===== src/logic/pbsr_pkg.sv =====
// Purpose: constants and types of the basic status register block
// Assumes: one 125 MHz clock, synchronous active-high reset
package pbsr_pkg;

  localparam logic [4:0]  BASIC_STATUS_ADDR = 5'h01;
  localparam int          REG_W             = 16;
  localparam int          ADDR_W            = 5;

  localparam int          BIT_T4            = 15;
  localparam int          BIT_TX_FD         = 14;
  localparam int          BIT_TX_HD         = 13;
  localparam int          BIT_TE_FD         = 12;
  localparam int          BIT_TE_HD         = 11;
  localparam int          BIT_T2_FD         = 10;
  localparam int          BIT_T2_HD         = 9;
  localparam int          BIT_EXT_STATUS    = 8;
  localparam int          BIT_RSVD          = 7;
  localparam int          BIT_PRE_SUPP      = 6;
  localparam int          BIT_AN_DONE       = 5;
  localparam int          BIT_REMOTE_FAULT  = 4;
  localparam int          BIT_AN_ABLE       = 3;
  localparam int          BIT_LINK          = 2;
  localparam int          BIT_JABBER        = 1;
  localparam int          BIT_EXT_CAP       = 0;

  // bits that never change, and the values they carry
  localparam logic [15:0] FIXED_MASK        = 16'hFFC9;
  localparam logic [15:0] FIXED_VAL         = 16'h7949;

  localparam logic        AN_DONE_RST       = 1'b0;
  localparam logic        REMOTE_FAULT_RST  = 1'b0;
  localparam logic        LINK_RST          = 1'b0;
  localparam logic        JABBER_RST        = 1'b0;
  localparam logic        NEED_PRE_RST      = 1'b1;

  typedef struct packed {
    logic an_done;
    logic link_good;
    logic far_end_fault;
    logic rf_notify;
    logic jabber;
    logic speed_10;
  } pbsr_evt_t;

  typedef struct packed {
    logic        valid;
    logic [15:0] data;
  } pbsr_rsp_t;

  typedef enum logic [1:0] {
    PRE_WAIT = 2'b00,
    PRE_OK   = 2'b01
  } pbsr_pre_t;

endpackage : pbsr_pkg

===== src/logic/pbsr_basic_status.sv =====
// Purpose: basic mode status register with latched fault, link and jabber flags
// Assumes: event inputs and read strobe come from logic on CLK_I
// Notes:   the serial frame engine sits outside and presents one-cycle read strobes
module pbsr_basic_status
(
  input  wire logic                   CLK_I,
  input  wire logic                   RESET_I,
  input  wire logic                   CE_I,
  input  wire pbsr_pkg::pbsr_evt_t    EVT_I,
  input  wire logic                   RD_STB_I,
  input  wire logic [4:0]             RD_ADDR_I,
  input  wire logic                   PRE_DONE_I,
  input  wire logic                   FRAME_BAD_I,
  output pbsr_pkg::pbsr_rsp_t         RSP_O,
  output logic                        NEED_PREAMBLE_O
);
  import pbsr_pkg::*;

  logic        rd_hit;
  logic        rf_evt;
  logic        jab_evt;

  logic        an_q;
  logic        an_d;
  logic        rf_q;
  logic        rf_d;
  logic        link_q;
  logic        link_d;
  logic        jab_q;
  logic        jab_d;
  pbsr_rsp_t   rsp_q;
  pbsr_rsp_t   rsp_d;

  pbsr_pre_t   pre_q;
  pbsr_pre_t   pre_d;
  logic        need_pre_q;
  logic        need_pre_d;

  function automatic logic [15:0] compose_status
  (
    input logic an,
    input logic rf,
    input logic link,
    input logic jab
  );
    logic [15:0] v;
    v                   = FIXED_VAL;
    v[BIT_AN_DONE]      = an;
    v[BIT_REMOTE_FAULT] = rf;
    v[BIT_LINK]         = link;
    v[BIT_JABBER]       = jab;
    return v;
  endfunction : compose_status

  function automatic logic addr_is_status
  (
    input logic [4:0] a
  );
    return a == BASIC_STATUS_ADDR;
  endfunction : addr_is_status

  // status flags
  always_comb
  begin
    rd_hit  = RD_STB_I && addr_is_status(RD_ADDR_I);
    rf_evt  = EVT_I.far_end_fault | EVT_I.rf_notify;
    // jabber outside 10 Mbps is ignored so bit 1 never reflects a stale state
    jab_evt = EVT_I.jabber & EVT_I.speed_10;
    an_d    = EVT_I.an_done;
    // a new event in the read cycle wins over the release
    rf_d    = rf_evt | (rf_q & ~rd_hit);
    jab_d   = jab_evt | (jab_q & ~rd_hit);
    // low latch: a failure drops it, only a read lets a good link back in
    link_d  = rd_hit ? EVT_I.link_good : (link_q & EVT_I.link_good);
    rsp_d.valid = RD_STB_I;
    // fixed capability and reserved bits come from the constant pattern
    rsp_d.data  = rd_hit ? compose_status(an_q, rf_q, link_q, jab_q)
                         : 16'h0000;
  end

  always_ff @(posedge CLK_I)
  begin
    if (RESET_I)
    begin
      an_q   <= AN_DONE_RST;
      rf_q   <= REMOTE_FAULT_RST;
      link_q <= LINK_RST;
      jab_q  <= JABBER_RST;
      rsp_q  <= '0;
    end
    else if (CE_I)
    begin
      an_q   <= an_d;
      rf_q   <= rf_d;
      link_q <= link_d;
      jab_q  <= jab_d;
      rsp_q  <= rsp_d;
    end
  end

  // preamble tracking: the frame engine asks whether a full preamble is due
  always_comb
  begin
    case (pre_q)
      PRE_WAIT:
      begin
        pre_d = (PRE_DONE_I && !FRAME_BAD_I) ? PRE_OK : PRE_WAIT;
      end
      PRE_OK:
      begin
        // bad opcode or turnaround forces one more full preamble
        pre_d = FRAME_BAD_I ? PRE_WAIT : PRE_OK;
      end
      default:
      begin
        pre_d = PRE_WAIT;
      end
    endcase
    need_pre_d = (pre_d == PRE_WAIT);
  end

  always_ff @(posedge CLK_I)
  begin
    if (RESET_I)
    begin
      pre_q      <= PRE_WAIT;
      need_pre_q <= NEED_PRE_RST;
    end
    else if (CE_I)
    begin
      pre_q      <= pre_d;
      need_pre_q <= need_pre_d;
    end
  end

  assign RSP_O           = rsp_q;
  assign NEED_PREAMBLE_O = need_pre_q;

  a_fixed_bits_read: assert property (
    @(posedge CLK_I) disable iff (RESET_I)
    CE_I && rd_hit |=> ((RSP_O.data & FIXED_MASK) == FIXED_VAL) && RSP_O.valid
  ) else $error("fixed capability bits wrong on status read");

  a_speed_caps_one: assert property (
    @(posedge CLK_I) disable iff (RESET_I)
    CE_I && rd_hit |=> RSP_O.data[BIT_TX_FD] && RSP_O.data[BIT_TX_HD]
                       && RSP_O.data[BIT_TE_FD] && RSP_O.data[BIT_TE_HD]
  ) else $error("speed capability bits not one");

  a_t2_t4_zero: assert property (
    @(posedge CLK_I) disable iff (RESET_I)
    CE_I && rd_hit |=> !RSP_O.data[BIT_T4] && !RSP_O.data[BIT_T2_FD]
                       && !RSP_O.data[BIT_T2_HD]
  ) else $error("unsupported mode bits not zero");

  a_rsvd_bit_zero: assert property (
    @(posedge CLK_I) disable iff (RESET_I)
    RSP_O.valid |-> !RSP_O.data[BIT_RSVD]
  ) else $error("reserved bit reads one");

  a_ability_bits: assert property (
    @(posedge CLK_I) disable iff (RESET_I)
    CE_I && rd_hit |=> RSP_O.data[BIT_PRE_SUPP] && RSP_O.data[BIT_AN_ABLE]
                       && RSP_O.data[BIT_EXT_STATUS] && RSP_O.data[BIT_EXT_CAP]
  ) else $error("ability bits not one");

  a_an_done_shown: assert property (
    @(posedge CLK_I) disable iff (RESET_I)
    CE_I && EVT_I.an_done ##1 CE_I && rd_hit |=> RSP_O.data[BIT_AN_DONE]
  ) else $error("negotiation done not reported");

  a_rf_sets: assert property (
    @(posedge CLK_I) disable iff (RESET_I)
    CE_I && (EVT_I.far_end_fault || EVT_I.rf_notify) |=> rf_q
  ) else $error("remote fault not latched");

  a_rf_holds: assert property (
    @(posedge CLK_I) disable iff (RESET_I)
    rf_q && !(CE_I && rd_hit) |=> rf_q
  ) else $error("remote fault dropped without a read");

  a_rf_release: assert property (
    @(posedge CLK_I) disable iff (RESET_I)
    CE_I && rd_hit && !rf_evt |=> !rf_q ##0 RSP_O.data[BIT_REMOTE_FAULT] == $past(rf_q)
  ) else $error("remote fault not released after read");

  a_link_fail: assert property (
    @(posedge CLK_I) disable iff (RESET_I)
    CE_I && !EVT_I.link_good |=> !link_q
  ) else $error("link bit kept after failure");

  a_link_no_rise: assert property (
    @(posedge CLK_I) disable iff (RESET_I)
    !link_q && !(CE_I && rd_hit) |=> !link_q
  ) else $error("link bit rose without a read");

  a_link_read_rise: assert property (
    @(posedge CLK_I) disable iff (RESET_I)
    CE_I && rd_hit && EVT_I.link_good |=> link_q ##0 RSP_O.data[BIT_LINK] == $past(link_q)
  ) else $error("link bit wrong after read with good link");

  a_jab_only_10m: assert property (
    @(posedge CLK_I) disable iff (RESET_I)
    CE_I && !jab_q && !(EVT_I.jabber && EVT_I.speed_10) |=> !jab_q
  ) else $error("jabber set outside 10 Mbps");

  a_jab_latch: assert property (
    @(posedge CLK_I) disable iff (RESET_I)
    CE_I && EVT_I.jabber && EVT_I.speed_10 |=> jab_q ##1 (jab_q || $past(CE_I && rd_hit))
  ) else $error("jabber latch not held");

  a_unmapped_zero: assert property (
    @(posedge CLK_I) disable iff (RESET_I)
    CE_I && RD_STB_I && !rd_hit |=> RSP_O.valid && RSP_O.data == 16'h0000
  ) else $error("other address did not read zero");

  a_pre_bad_frame: assert property (
    @(posedge CLK_I) disable iff (RESET_I)
    CE_I && FRAME_BAD_I |=> NEED_PREAMBLE_O
  ) else $error("bad frame did not demand a preamble");

  a_pre_accept: assert property (
    @(posedge CLK_I) disable iff (RESET_I)
    CE_I && NEED_PREAMBLE_O && PRE_DONE_I && !FRAME_BAD_I |=> !NEED_PREAMBLE_O
  ) else $error("full preamble not accepted");

  a_freeze_hold: assert property (
    @(posedge CLK_I) disable iff (RESET_I)
    !CE_I |=> $stable(rf_q) && $stable(link_q) && $stable(jab_q) && $stable(RSP_O)
  ) else $error("state moved with clock enable low");

  // read port: every taken strobe answers once, and nothing else answers
  a_read_answered: assert property (
    @(posedge CLK_I) disable iff (RESET_I)
    CE_I && RD_STB_I |=> RSP_O.valid
  ) else $error("read strobe got no answer");

  a_idle_quiet: assert property (
    @(posedge CLK_I) disable iff (RESET_I)
    CE_I && !RD_STB_I |=> !RSP_O.valid && RSP_O.data == 16'h0000
  ) else $error("answer without a read strobe");

  // one check per fixed field, so a broken constant names its own rule
  a_t4_bit_zero: assert property (
    @(posedge CLK_I) disable iff (RESET_I)
    RSP_O.valid |-> !RSP_O.data[BIT_T4]
  ) else $error("four-pair mode bit reads one");

  a_tx_caps_one: assert property (
    @(posedge CLK_I) disable iff (RESET_I)
    CE_I && rd_hit |=> RSP_O.data[BIT_TX_FD] && RSP_O.data[BIT_TX_HD]
  ) else $error("100 Mbps capability bits not one");

  a_te_caps_one: assert property (
    @(posedge CLK_I) disable iff (RESET_I)
    CE_I && rd_hit |=> RSP_O.data[BIT_TE_FD] && RSP_O.data[BIT_TE_HD]
  ) else $error("10 Mbps capability bits not one");

  a_t2_caps_zero: assert property (
    @(posedge CLK_I) disable iff (RESET_I)
    RSP_O.valid |-> !RSP_O.data[BIT_T2_FD] && !RSP_O.data[BIT_T2_HD]
  ) else $error("two-pair mode bits read one");

  a_ext_status_one: assert property (
    @(posedge CLK_I) disable iff (RESET_I)
    CE_I && rd_hit |=> RSP_O.data[BIT_EXT_STATUS]
  ) else $error("extended status bit not one");

  a_pre_supp_one: assert property (
    @(posedge CLK_I) disable iff (RESET_I)
    CE_I && rd_hit |=> RSP_O.data[BIT_PRE_SUPP]
  ) else $error("preamble suppression bit not one");

  a_an_able_one: assert property (
    @(posedge CLK_I) disable iff (RESET_I)
    CE_I && rd_hit |=> RSP_O.data[BIT_AN_ABLE]
  ) else $error("negotiation ability bit not one");

  a_ext_cap_one: assert property (
    @(posedge CLK_I) disable iff (RESET_I)
    CE_I && rd_hit |=> RSP_O.data[BIT_EXT_CAP]
  ) else $error("extended capability bit not one");

  a_an_done_zero: assert property (
    @(posedge CLK_I) disable iff (RESET_I)
    CE_I && !EVT_I.an_done |=> !an_q
  ) else $error("negotiation done shown while not done");

  a_an_done_read: assert property (
    @(posedge CLK_I) disable iff (RESET_I)
    CE_I && rd_hit |=> RSP_O.data[BIT_AN_DONE] == $past(an_q)
  ) else $error("negotiation done read wrong");

  a_rf_read_value: assert property (
    @(posedge CLK_I) disable iff (RESET_I)
    CE_I && rd_hit |=> RSP_O.data[BIT_REMOTE_FAULT] == $past(rf_q)
  ) else $error("remote fault read wrong");

  a_rf_read_set: assert property (
    @(posedge CLK_I) disable iff (RESET_I)
    CE_I && rd_hit && rf_evt |=> rf_q
  ) else $error("fault in read cycle was lost");

  a_rf_no_rise: assert property (
    @(posedge CLK_I) disable iff (RESET_I)
    !rf_q && !(CE_I && rf_evt) |=> !rf_q
  ) else $error("remote fault set without a fault");

  a_jab_read_value: assert property (
    @(posedge CLK_I) disable iff (RESET_I)
    CE_I && rd_hit |=> RSP_O.data[BIT_JABBER] == $past(jab_q)
  ) else $error("jabber read wrong");

  a_jab_release: assert property (
    @(posedge CLK_I) disable iff (RESET_I)
    CE_I && rd_hit && !jab_evt |=> !jab_q
  ) else $error("jabber not released after read");

  a_jab_holds: assert property (
    @(posedge CLK_I) disable iff (RESET_I)
    jab_q && !(CE_I && rd_hit) |=> jab_q
  ) else $error("jabber dropped without a read");

  a_link_read_value: assert property (
    @(posedge CLK_I) disable iff (RESET_I)
    CE_I && rd_hit |=> RSP_O.data[BIT_LINK] == $past(link_q)
  ) else $error("link bit read wrong");

  a_link_good_holds: assert property (
    @(posedge CLK_I) disable iff (RESET_I)
    link_q && CE_I && EVT_I.link_good |=> link_q
  ) else $error("link bit dropped on a good link");

  // the tracker must not move except on the two frame events
  a_pre_holds_ok: assert property (
    @(posedge CLK_I) disable iff (RESET_I)
    !NEED_PREAMBLE_O && !(CE_I && FRAME_BAD_I) |=> !NEED_PREAMBLE_O
  ) else $error("preamble demanded without a bad frame");

  a_pre_holds_wait: assert property (
    @(posedge CLK_I) disable iff (RESET_I)
    NEED_PREAMBLE_O && !(CE_I && PRE_DONE_I && !FRAME_BAD_I) |=> NEED_PREAMBLE_O
  ) else $error("preamble demand dropped without a preamble");

  a_freeze_flags: assert property (
    @(posedge CLK_I) disable iff (RESET_I)
    !CE_I |=> $stable(an_q) && $stable(NEED_PREAMBLE_O)
  ) else $error("done or preamble state moved with clock enable low");

endmodule : pbsr_basic_status


===== config.mk =====
export PLATFORM = sky130hd
export DESIGN_NAME = pbsr_basic_status
export DESIGN_NICKNAME = d
export VERILOG_FILES = /design/src/logic/pbsr_pkg.sv /design/src/logic/pbsr_basic_status.sv
export SDC_FILE = /design/constraint.sdc
export NUM_CORES = 1
export LEC_CHECK = 0
export BUFFER_PORTS_ARGS = -buffer_cell sky130_fd_sc_hd__clkbuf_2
export CORE_UTILIZATION = 40
export DETAILED_ROUTE_END_ITERATION = 10
export PLACE_DENSITY_LB_ADDON = 0.05
export SETUP_SLACK_MARGIN = 0.3
export SLEW_MARGIN = 40
export SYNTH_ARGS = -nofsm -noshare
export SYNTH_HDL_FRONTEND = slang
export SYNTH_SLANG_ARGS = --single-unit

===== constraint.sdc =====
create_clock -name CLK_I -period 1.7 [get_ports CLK_I]
set_clock_uncertainty 0.1 [all_clocks]
set_input_delay 0 -clock CLK_I [delete_from_list [all_inputs] [get_ports CLK_I]]
set_output_delay 0 -clock CLK_I [all_outputs]
set_load 0.02 [all_outputs]

# --- Word-level counts from Yosys, hierarchy flattened ---
# Cells that the tools add are included.
op_classes:
  n_eq_ne: 2
  bitwise: 8
  reduce_logical: 5
  mux: 5
ops:
  columns: ["operator", "count"]
  rows:
  - ["$mux W15", 1]
  - ["$eq A5 B1 Y1 const B", 1]
  - ["$and A1 B1 Y1", 4]
  - ["$logic_not A2 Y1", 2]
  - ["$mux W1", 3]
  - ["$or A1 B1 Y1", 3]
  - ["$eq A2 B1 Y1 const B", 1]
  - ["$logic_and A1 B1 Y1", 2]
  - ["$pmux W1 S2", 1]
  - ["$logic_not A1 Y1", 1]
  - ["$not A1 Y1", 1]
word_totals:
  regBits: 24
  word_cells: 28
  out_inout_bits: 18
  inputBits: 17

# --- Depth between registers and ports, before layout ---
# Gate-level depths: netlist of run 1.
depth:
  word_depth: 5
  mapped_depth: 4
  depth_no_buf: 3

# --- Least setup slack after synthesis of run 1 ---
# No wires, ideal clock.
synth_timing:
  path_type: "input to register"
  startpoint: "in RD_ADDR_I[1]"
  endpoint: "reg link_q"
  setup_time_ps: 89
  path_buffers: 1
  stages: 4
  slack_ps: 427
  t_required_ps: 1511
  t_arrival_ps: 1084
  path_cell_list: "or4b_1 > or2_1 > buf_6 > a221oi_4"
synth_via:
  elab_chain_cells: 3
synth_rtl:
  columns: ["item", "line_no", "text"]
  rows:
  - ["from (decl)", "pbsr_basic_status.sv:11", "input wire logic [4:0] RD_ADDR_I,"]
  - ["$eq A5 B1 Y1", "pbsr_basic_status.sv:59", "return a == BASIC_STATUS_ADDR;"]
  - ["$logic_and A1 B1 Y1", "pbsr_basic_status.sv:65", "rd_hit = RD_STB_I && addr_is_status(RD_ADDR_I);"]
  - ["$mux W1", "pbsr_basic_status.sv:74", "link_d = rd_hit ? EVT_I.link_good : (link_q & EVT_I.link_good);"]
  - ["to (signal assigned)", "pbsr_basic_status.sv:95", "link_q <= link_d;"]
  - ["to (decl)", "pbsr_basic_status.sv:27", "logic link_q;"]
# No other way between the ends.
# A chain may end at the register's enable or synchronous reset.

# --- Final worst setup path of run 1 ---
layout_timing:
  startpoint: "in PRE_DONE_I"
  endpoint: "reg pre_q[0]"
layout_via:
  elab_chain_cells: 3
layout_rtl:
  columns: ["item", "line_no", "text"]
  rows:
  - ["from (decl)", "pbsr_basic_status.sv:12", "input wire logic PRE_DONE_I,"]
  - ["$logic_and A1 B1 Y1", "pbsr_basic_status.sv:107", "pre_d = (PRE_DONE_I && !FRAME_BAD_I) ? PRE_OK : PRE_WAIT;"]
  - ["$mux W1", "pbsr_basic_status.sv:107", null]
  - ["$pmux W1 S2", "pbsr_basic_status.sv:104", "case (pre_q)"]
  - ["to (signal assigned)", "pbsr_basic_status.sv:131", "pre_q <= pre_d;"]
  - ["to (decl)", "pbsr_basic_status.sv:34", "pbsr_pre_t pre_q;"]
# No other way between the ends.

==> impl_metrics.py, run 1 <==
metrics = {
    "outcome": {
        "status": "finished clean",
    },
    "route": {
        "drtIter0Drc": 2,
        "wire_per_inst_um": 9.927,
        "num_vias": 489,
        "dr.pass1.iters": 2,
        "postRouteAntennaNets": 0,
        "viasPerCell": 4.486,
        "remaining_drc_errors": 0,
        "routed_wl_um": 1082,
    },
    "clock_tree": {
        "clockBufferDepth": 2,
        "worstSkewPairLatency_ps": 260,
        "cts_made_buffers": 3,
        "clock-root-buffer": "clkbuf_4",
        "clock_sinks": 12,
        "htree_num_levels": 1,
        "post_cts_buffers": 0,
        "cts_tree": "built",
        "path_clk_slew_ps": 70,
    },
    "final_layout": {
        "post-route-cell-area_um2": 807.0,
        "nFillCells": 123,
        "antenna_cells": 0,
        "nets": 112,
        "drive_gt1_frac": 0.4149,
        "synthToLayoutAreaGrowth_pct": 38.41,
        "final_core_util": 0.6051,
    },
    "critical_path": {
        "critPathKind": "input pin to register",
        "worst-path-buf-inv": 3,
        "crit_family": "buffers and inverters",
        "worstPathCellList": "dlygate4sd3_1 > clkbuf_2 > a21oi_2 > a211oi_2 > dlygate4sd3_1",
        "critPathArrivalTime_ps": 1440,
        "cp-end-kind": "register",
        "reg2reg_from": "pre_q[0]",
        "slowest_delay_ps": 580,
        "crit_path_max_fanout": 2,
        "crit_start": "PRE_DONE_I",
        "slowest_stage": "dlygate4sd3_1",
        "crit_required_ps": 1750,
        "cp-start-kind": "input pin",
        "cpMostUsedCell": "dlygate4sd3_1",
    },
    "sta": {
        "hold-worst-slack_ps": 22.08,
        "fin_crit_sh": 0.8183,
        "hold_violations": 0,
        "rsz0062_at_grt": "false",
        "fin_crit_ps": 1391,
        "setup_viol": 0,
        "fmax_mhz": 718.9,
        "drv_slew": 0,
        "tns_ps": 0,
    },
    "floorplanning": {
        "die_width_um": 40.18,
        "die_h_um": 40.18,
        "core_area_um2": 1334,
        "rows": 13,
        "die_area_um2": 1614,
        "io_pins": 35,
        "start_util": 0.4371,
    },
    "pwr": {
        "clkPwrFrac": 0.368,
        "max-vdd-ir-drop_uv": 382.5,
        "share_comb_of_total_power": 0.143,
        "netSwitchingPower_mw": 0.1398,
        "p_per_area_nw_per_um2": 747.7,
        "seqPwrFrac": 0.488,
        "intPower_mw": 0.4636,
        "netSwitchingFraction": 0.2317,
        "finalPower_mw": 0.6034,
        "p_leak_nw": 0.3698,
    },
    "global_routing": {
        "grt_usage": 0.1481,
        "overflow": 0,
        "grt_max_degree": 17,
        "grt_pass1_wl_um": 1524,
        "grt_antenna_before_repair": 0,
        "grt_pass1_vias": 360,
    },
    "synthesis": {
        "avgSynthCellArea_um2": 9.558,
        "netlist.top_cell.by_area": "dfxtp_1",
        "synth_fa_ha_area_frac": 0,
        "synth-edff-count": 0,
        "synth_cell_type_count": 22,
        "yosysMostFrequentCell": "dfxtp_1",
        "syn_area_um2": 583.1,
        "synthXorXnorAreaFrac": 0,
        "synthTopCellsByCount": "dfxtp_1 (12), buf_4 (11), inv_1 (5), nand2b_1 (5), nor2_1 (4)",
        "yosys.area_share.simple": 0.1631,
        "synth_seq_cells": 12,
        "synth_area_leaders": "dfxtp_1 (41%), buf_4 (14%), nand2b_1 (5.4%)",
        "synth_flop_cell": "dfxtp_1",
        "ys_warn_count": 0,
        "synth_top_family_by_area": "buffers and inverters",
        "synth_mux_area_frac": 0.03433,
        "netlist.area_leader.share": 0.4120,
        "synth_compound_area_frac": 0.1781,
        "synthArstFlopShare": 0,
        "yosysSeqAreaShare": 0.4120,
        "syn_inst": 61,
    },
    "placed_design": {
        "place.gp.congestion": 0.6520,
        "io_buffers": 30,
        "place_area_um2": 661.9,
        "dp_hpwl_um": 744.6,
    },
    "worst_hold_path": {
        "hold_class": "input pin to register",
        "hold_start": "RESET_I",
    },
    "run": {
        "maxCapViolations": 0,
    },
}
layout make-up:
cell class | count | area [um2] | share of cell area
clock buffer | 4 | 36.28 | 0.04496
tap | 15 | 18.77 | 0.02326
multi-input combinational | 33 | 242.7 | 0.3008
timing repair buffer | 40 | 250.2 | 0.3101
inverter | 5 | 18.77 | 0.02326
sequential | 12 | 240.2 | 0.2977
timing repair:
action	CTS	global route
endpoints found under the hold margin	7	0
hold buffers	10	0
endpoints found under the setup margin	0	2
gates resized for setup	0	3
metal layers:
metal	track usage	wire (um)	up-vias
met3	0.03333	58	2
met1	0.1806	478	207
met2	0.2298	531	22
met5	0	0	-
li1	-	-	258
met4	0.1000	14	0
cell usage in the layout, fill, tap and decap left out, drive strengths merged:
cell type / netlist / final
o32ai: 3 / 3
mux2i: 2 / 2
o21ai: 3 / 3
or3b: 1 / 1
inv: 5 / 5
nand4b: 1 / 1
conb: 1 / 4
or4b: 1 / 1
a21oi: 2 / 2
dlygate4sd3: 0 / 10
nand3b: 2 / 2
nand2b: 5 / 5
clkbuf: 1 / 34
nor2: 4 / 4
or2: 1 / 1
dfxtp: 12 / 12
o31ai: 1 / 1
a221oi: 1 / 1
a211oi: 1 / 1
o22ai: 1 / 1
cell families (layout without fill, tap and decap cells):
logic type / Yosys count / count (layout)
compound gates: 12 / 12
buf+inv: 19 / 49
flops: 12 / 12
mux: 2 / 2
other cells: 1 / 4
simple gates: 15 / 15
metrics by stage:
stage                     cells  setup slack (ps)
after floorplan              64             426.9
after detailed placement     95             281.1
final                       109             308.9
after global routing        109             295.7
after CTS                   109             376.6
after global placement       95             334.1
flip-flops by register name, summed over array words and instances (netlist names):
signal	cells
RSP_O	6
NEED_PREAMBLE_O	1
an_q	1
jab_q	1
link_q	1
pre_q	1
rf_q	1
worst paths after layout:
check	end	cells past startpoint	slack, ps
worst max-delay path	pre_q[0]	5	310
worst min-delay path	link_q	2	20
worst max register to register	pre_q[0]	3	410
worst min register to register	RSP_O[1]	2	380
power by group through the flow:
| stage | Clock (mW) | Combinational, mW | Sequential (mW) |
|---|---|---|---|
| 2_1_floorplan | 0 | 0.0433 | 0.305 |
| 6_report | 0.222 | 0.0865 | 0.295 |
| 3_5_place_dp | 0 | 0.0662 | 0.301 |
| 5_1_grt | 0.247 | 0.0952 | 0.295 |
| 4_1_cts | 0.233 | 0.0834 | 0.294 |
| 3_3_place_gp | 0 | 0.0649 | 0.301 |
Note: power is estimated with default switching activity, not from simulation.
==> run 2, diff against run 1 <==
==> constraint.sdc (replaced) <==
create_clock -name CLK_I -period 1.45 [get_ports CLK_I]
set_clock_uncertainty 0.1 [all_clocks]
set_input_delay 0 -clock CLK_I [delete_from_list [all_inputs] [get_ports CLK_I]]
set_output_delay 0 -clock CLK_I [all_outputs]
set_load 0.02 [all_outputs]
==> run 2 against run 1 <==
Sequential share of layout area rose by 0.85 points. Setup slack improved by 110 ps. Sequential cell count did not move. Global-route usage fell by 0.081 points. Critical path depth fell by 1. Via count rose by 1.2%. Clock power fell by 9.9%. Sequential power rose by 17%. Design area fell by 2.8%. Clock-buffer cell count fell by 1. Final cell count fell by 0.92%.
==> impl_metrics.py, run 2 (synthesis results as in run 1) <==
metrics = {
    "route": {
        "drtIter0Drc": 2,
        "routed_wl_um": 1063,
        "num_vias": 495,
        "dr.pass1.iters": 2,
        "remaining_drc_errors": 0,
        "postRouteAntennaNets": 0,
        "viasPerCell": 4.583,
        "wire_per_inst_um": 9.843,
    },
    "final_layout": {
        "layout.cells.most_common": "clkbuf_2",
        "layout_common_cells": "clkbuf_2 (30), dfxtp_1 (12), dlygate4sd3_1 (9), inv_1 (5), nand2b_1 (5)",
        "synthToLayoutAreaGrowth_pct": 34.55,
        "antenna_cells": 0,
        "final_core_util": 0.5882,
        "drive_gt1_frac": 0.4086,
        "nets": 112,
        "largest_reg_flops": 6,
        "fin_cells": 108,
    },
    "pwr": {
        "clkPwrFrac": 0.311,
        "netSwitchingPower_mw": 0.1567,
        "netSwitchingFraction": 0.2436,
        "p_leak_nw": 0.3647,
        "intPower_mw": 0.4865,
        "share_comb_of_total_power": 0.152,
        "max-vdd-ir-drop_uv": 514.6,
        "finalPower_mw": 0.6432,
        "seqPwrFrac": 0.537,
        "p_per_area_nw_per_um2": 819.9,
    },
    "floorplanning": {
        "core_area_um2": 1334,
        "start_util": 0.4371,
        "die_h_um": 40.18,
        "rows": 13,
        "die_area_um2": 1614,
        "io_pins": 35,
        "die_width_um": 40.18,
    },
    "sta": {
        "fin_crit_sh": 0.7100,
        "drv_slew": 0,
        "rsz0062_at_grt": "false",
        "hold-worst-slack_ps": 7.348,
        "hold_violations": 0,
        "tns_ps": 0,
        "setup_viol": 0,
        "fin_crit_ps": 1029,
        "fmax_mhz": 971.4,
    },
    "placed_design": {
        "dp.cells": 96,
        "io_buffers": 30,
        "dp_hpwl_um": 711.1,
        "place.gp.congestion": 0.5968,
    },
    "clock_tree": {
        "clockBufferDepth": 2,
        "htree_num_levels": 1,
        "worstSkewPairLatency_ps": 260,
        "path_clk_slew_ps": 70,
        "cts_made_buffers": 3,
        "cts_tree": "built",
        "clock-root-buffer": "clkbuf_4",
        "clock_sinks": 12,
    },
    "critical_path": {
        "crit_start": "RD_ADDR_I[1]",
        "cp-start-kind": "input pin",
        "reg2reg_from": "RSP_O[2]",
        "critPathKind": "input pin to register",
        "cp-end-kind": "register",
        "ff2ff_path_depth": 2,
        "crit_path_max_fanout": 6,
        "critPathArrivalTime_ps": 1110,
        "crit_required_ps": 1530,
    },
    "global_routing": {
        "overflow": 0,
        "grt_pass1_wl_um": 1490,
        "grt_max_degree": 17,
        "grt_antenna_before_repair": 0,
        "grt_usage": 0.1473,
        "grt_pass1_vias": 367,
    },
    "worst_hold_path": {
        "min_path_cells": 2,
        "hold_start": "RESET_I",
        "hold_class": "input pin to register",
    },
    "outcome": {
        "status": "finished clean",
    },
    "run": {
        "maxCapViolations": 0,
    },
}
-- run 2: repair_timing --
item	CTS	global route
setup endpoints to repair	0	1
buffers inserted	0	0
gates resized for setup	0	1
hold buffers	9	0
hold endpoints to repair	7	0
-- run 2: final timing paths --
kind | endpoint | slack (ps)
worst max-delay path | link_q | 420
worst min-delay path | link_q | 7
worst max register to register | RSP_O[2] | 430
worst min register to register | RSP_O[5] | 380
-- run 2: final cells by class --
| type | instances | area (um2) |
|---|---|---|
| flip-flops and latches | 12 | 240.2 |
| fillers | 134 | 549.3 |
| repair buffers | 40 | 247.7 |
| clock buffers | 3 | 22.52 |
| well taps | 15 | 18.77 |
| inverters | 5 | 18.77 |
| multi-input cells | 33 | 236.5 |
-- run 2: per-stage QoR --
step / worst slack (ps) / cell area [um2]
after detailed placement: 77.03 / 669.4
after global routing: 301.2 / 784.5
after CTS: 353.2 / 782.0
after global placement: 91.87 / 669.4
after floorplan: 195.3 / 594.3
final: 420.5 / 784.5
-- run 2: worst max-delay path, stage by stage --
cell      delay [ps]
clkbuf_2          70
or4b_1           540
or2_4            290
a221oi_4         210
-- run 2: routing by layer --
layer  vias up  wire, um  track usage
met5         -         0            0
met4         0         0      0.07500
met3         0        62      0.09444
met2        17       518       0.2137
met1       220       482       0.1650
li1        258         -            -
-- run 2: power by group through the flow --
stage,clock network [mW],logic (mW),registers (mW)
after floorplan,0,0.0508,0.357
after global placement,0,0.0785,0.353
after detailed placement,0,0.0789,0.353
after CTS,0.210,0.0974,0.345
after global routing,0.232,0.108,0.347
final,0.200,0.0981,0.345
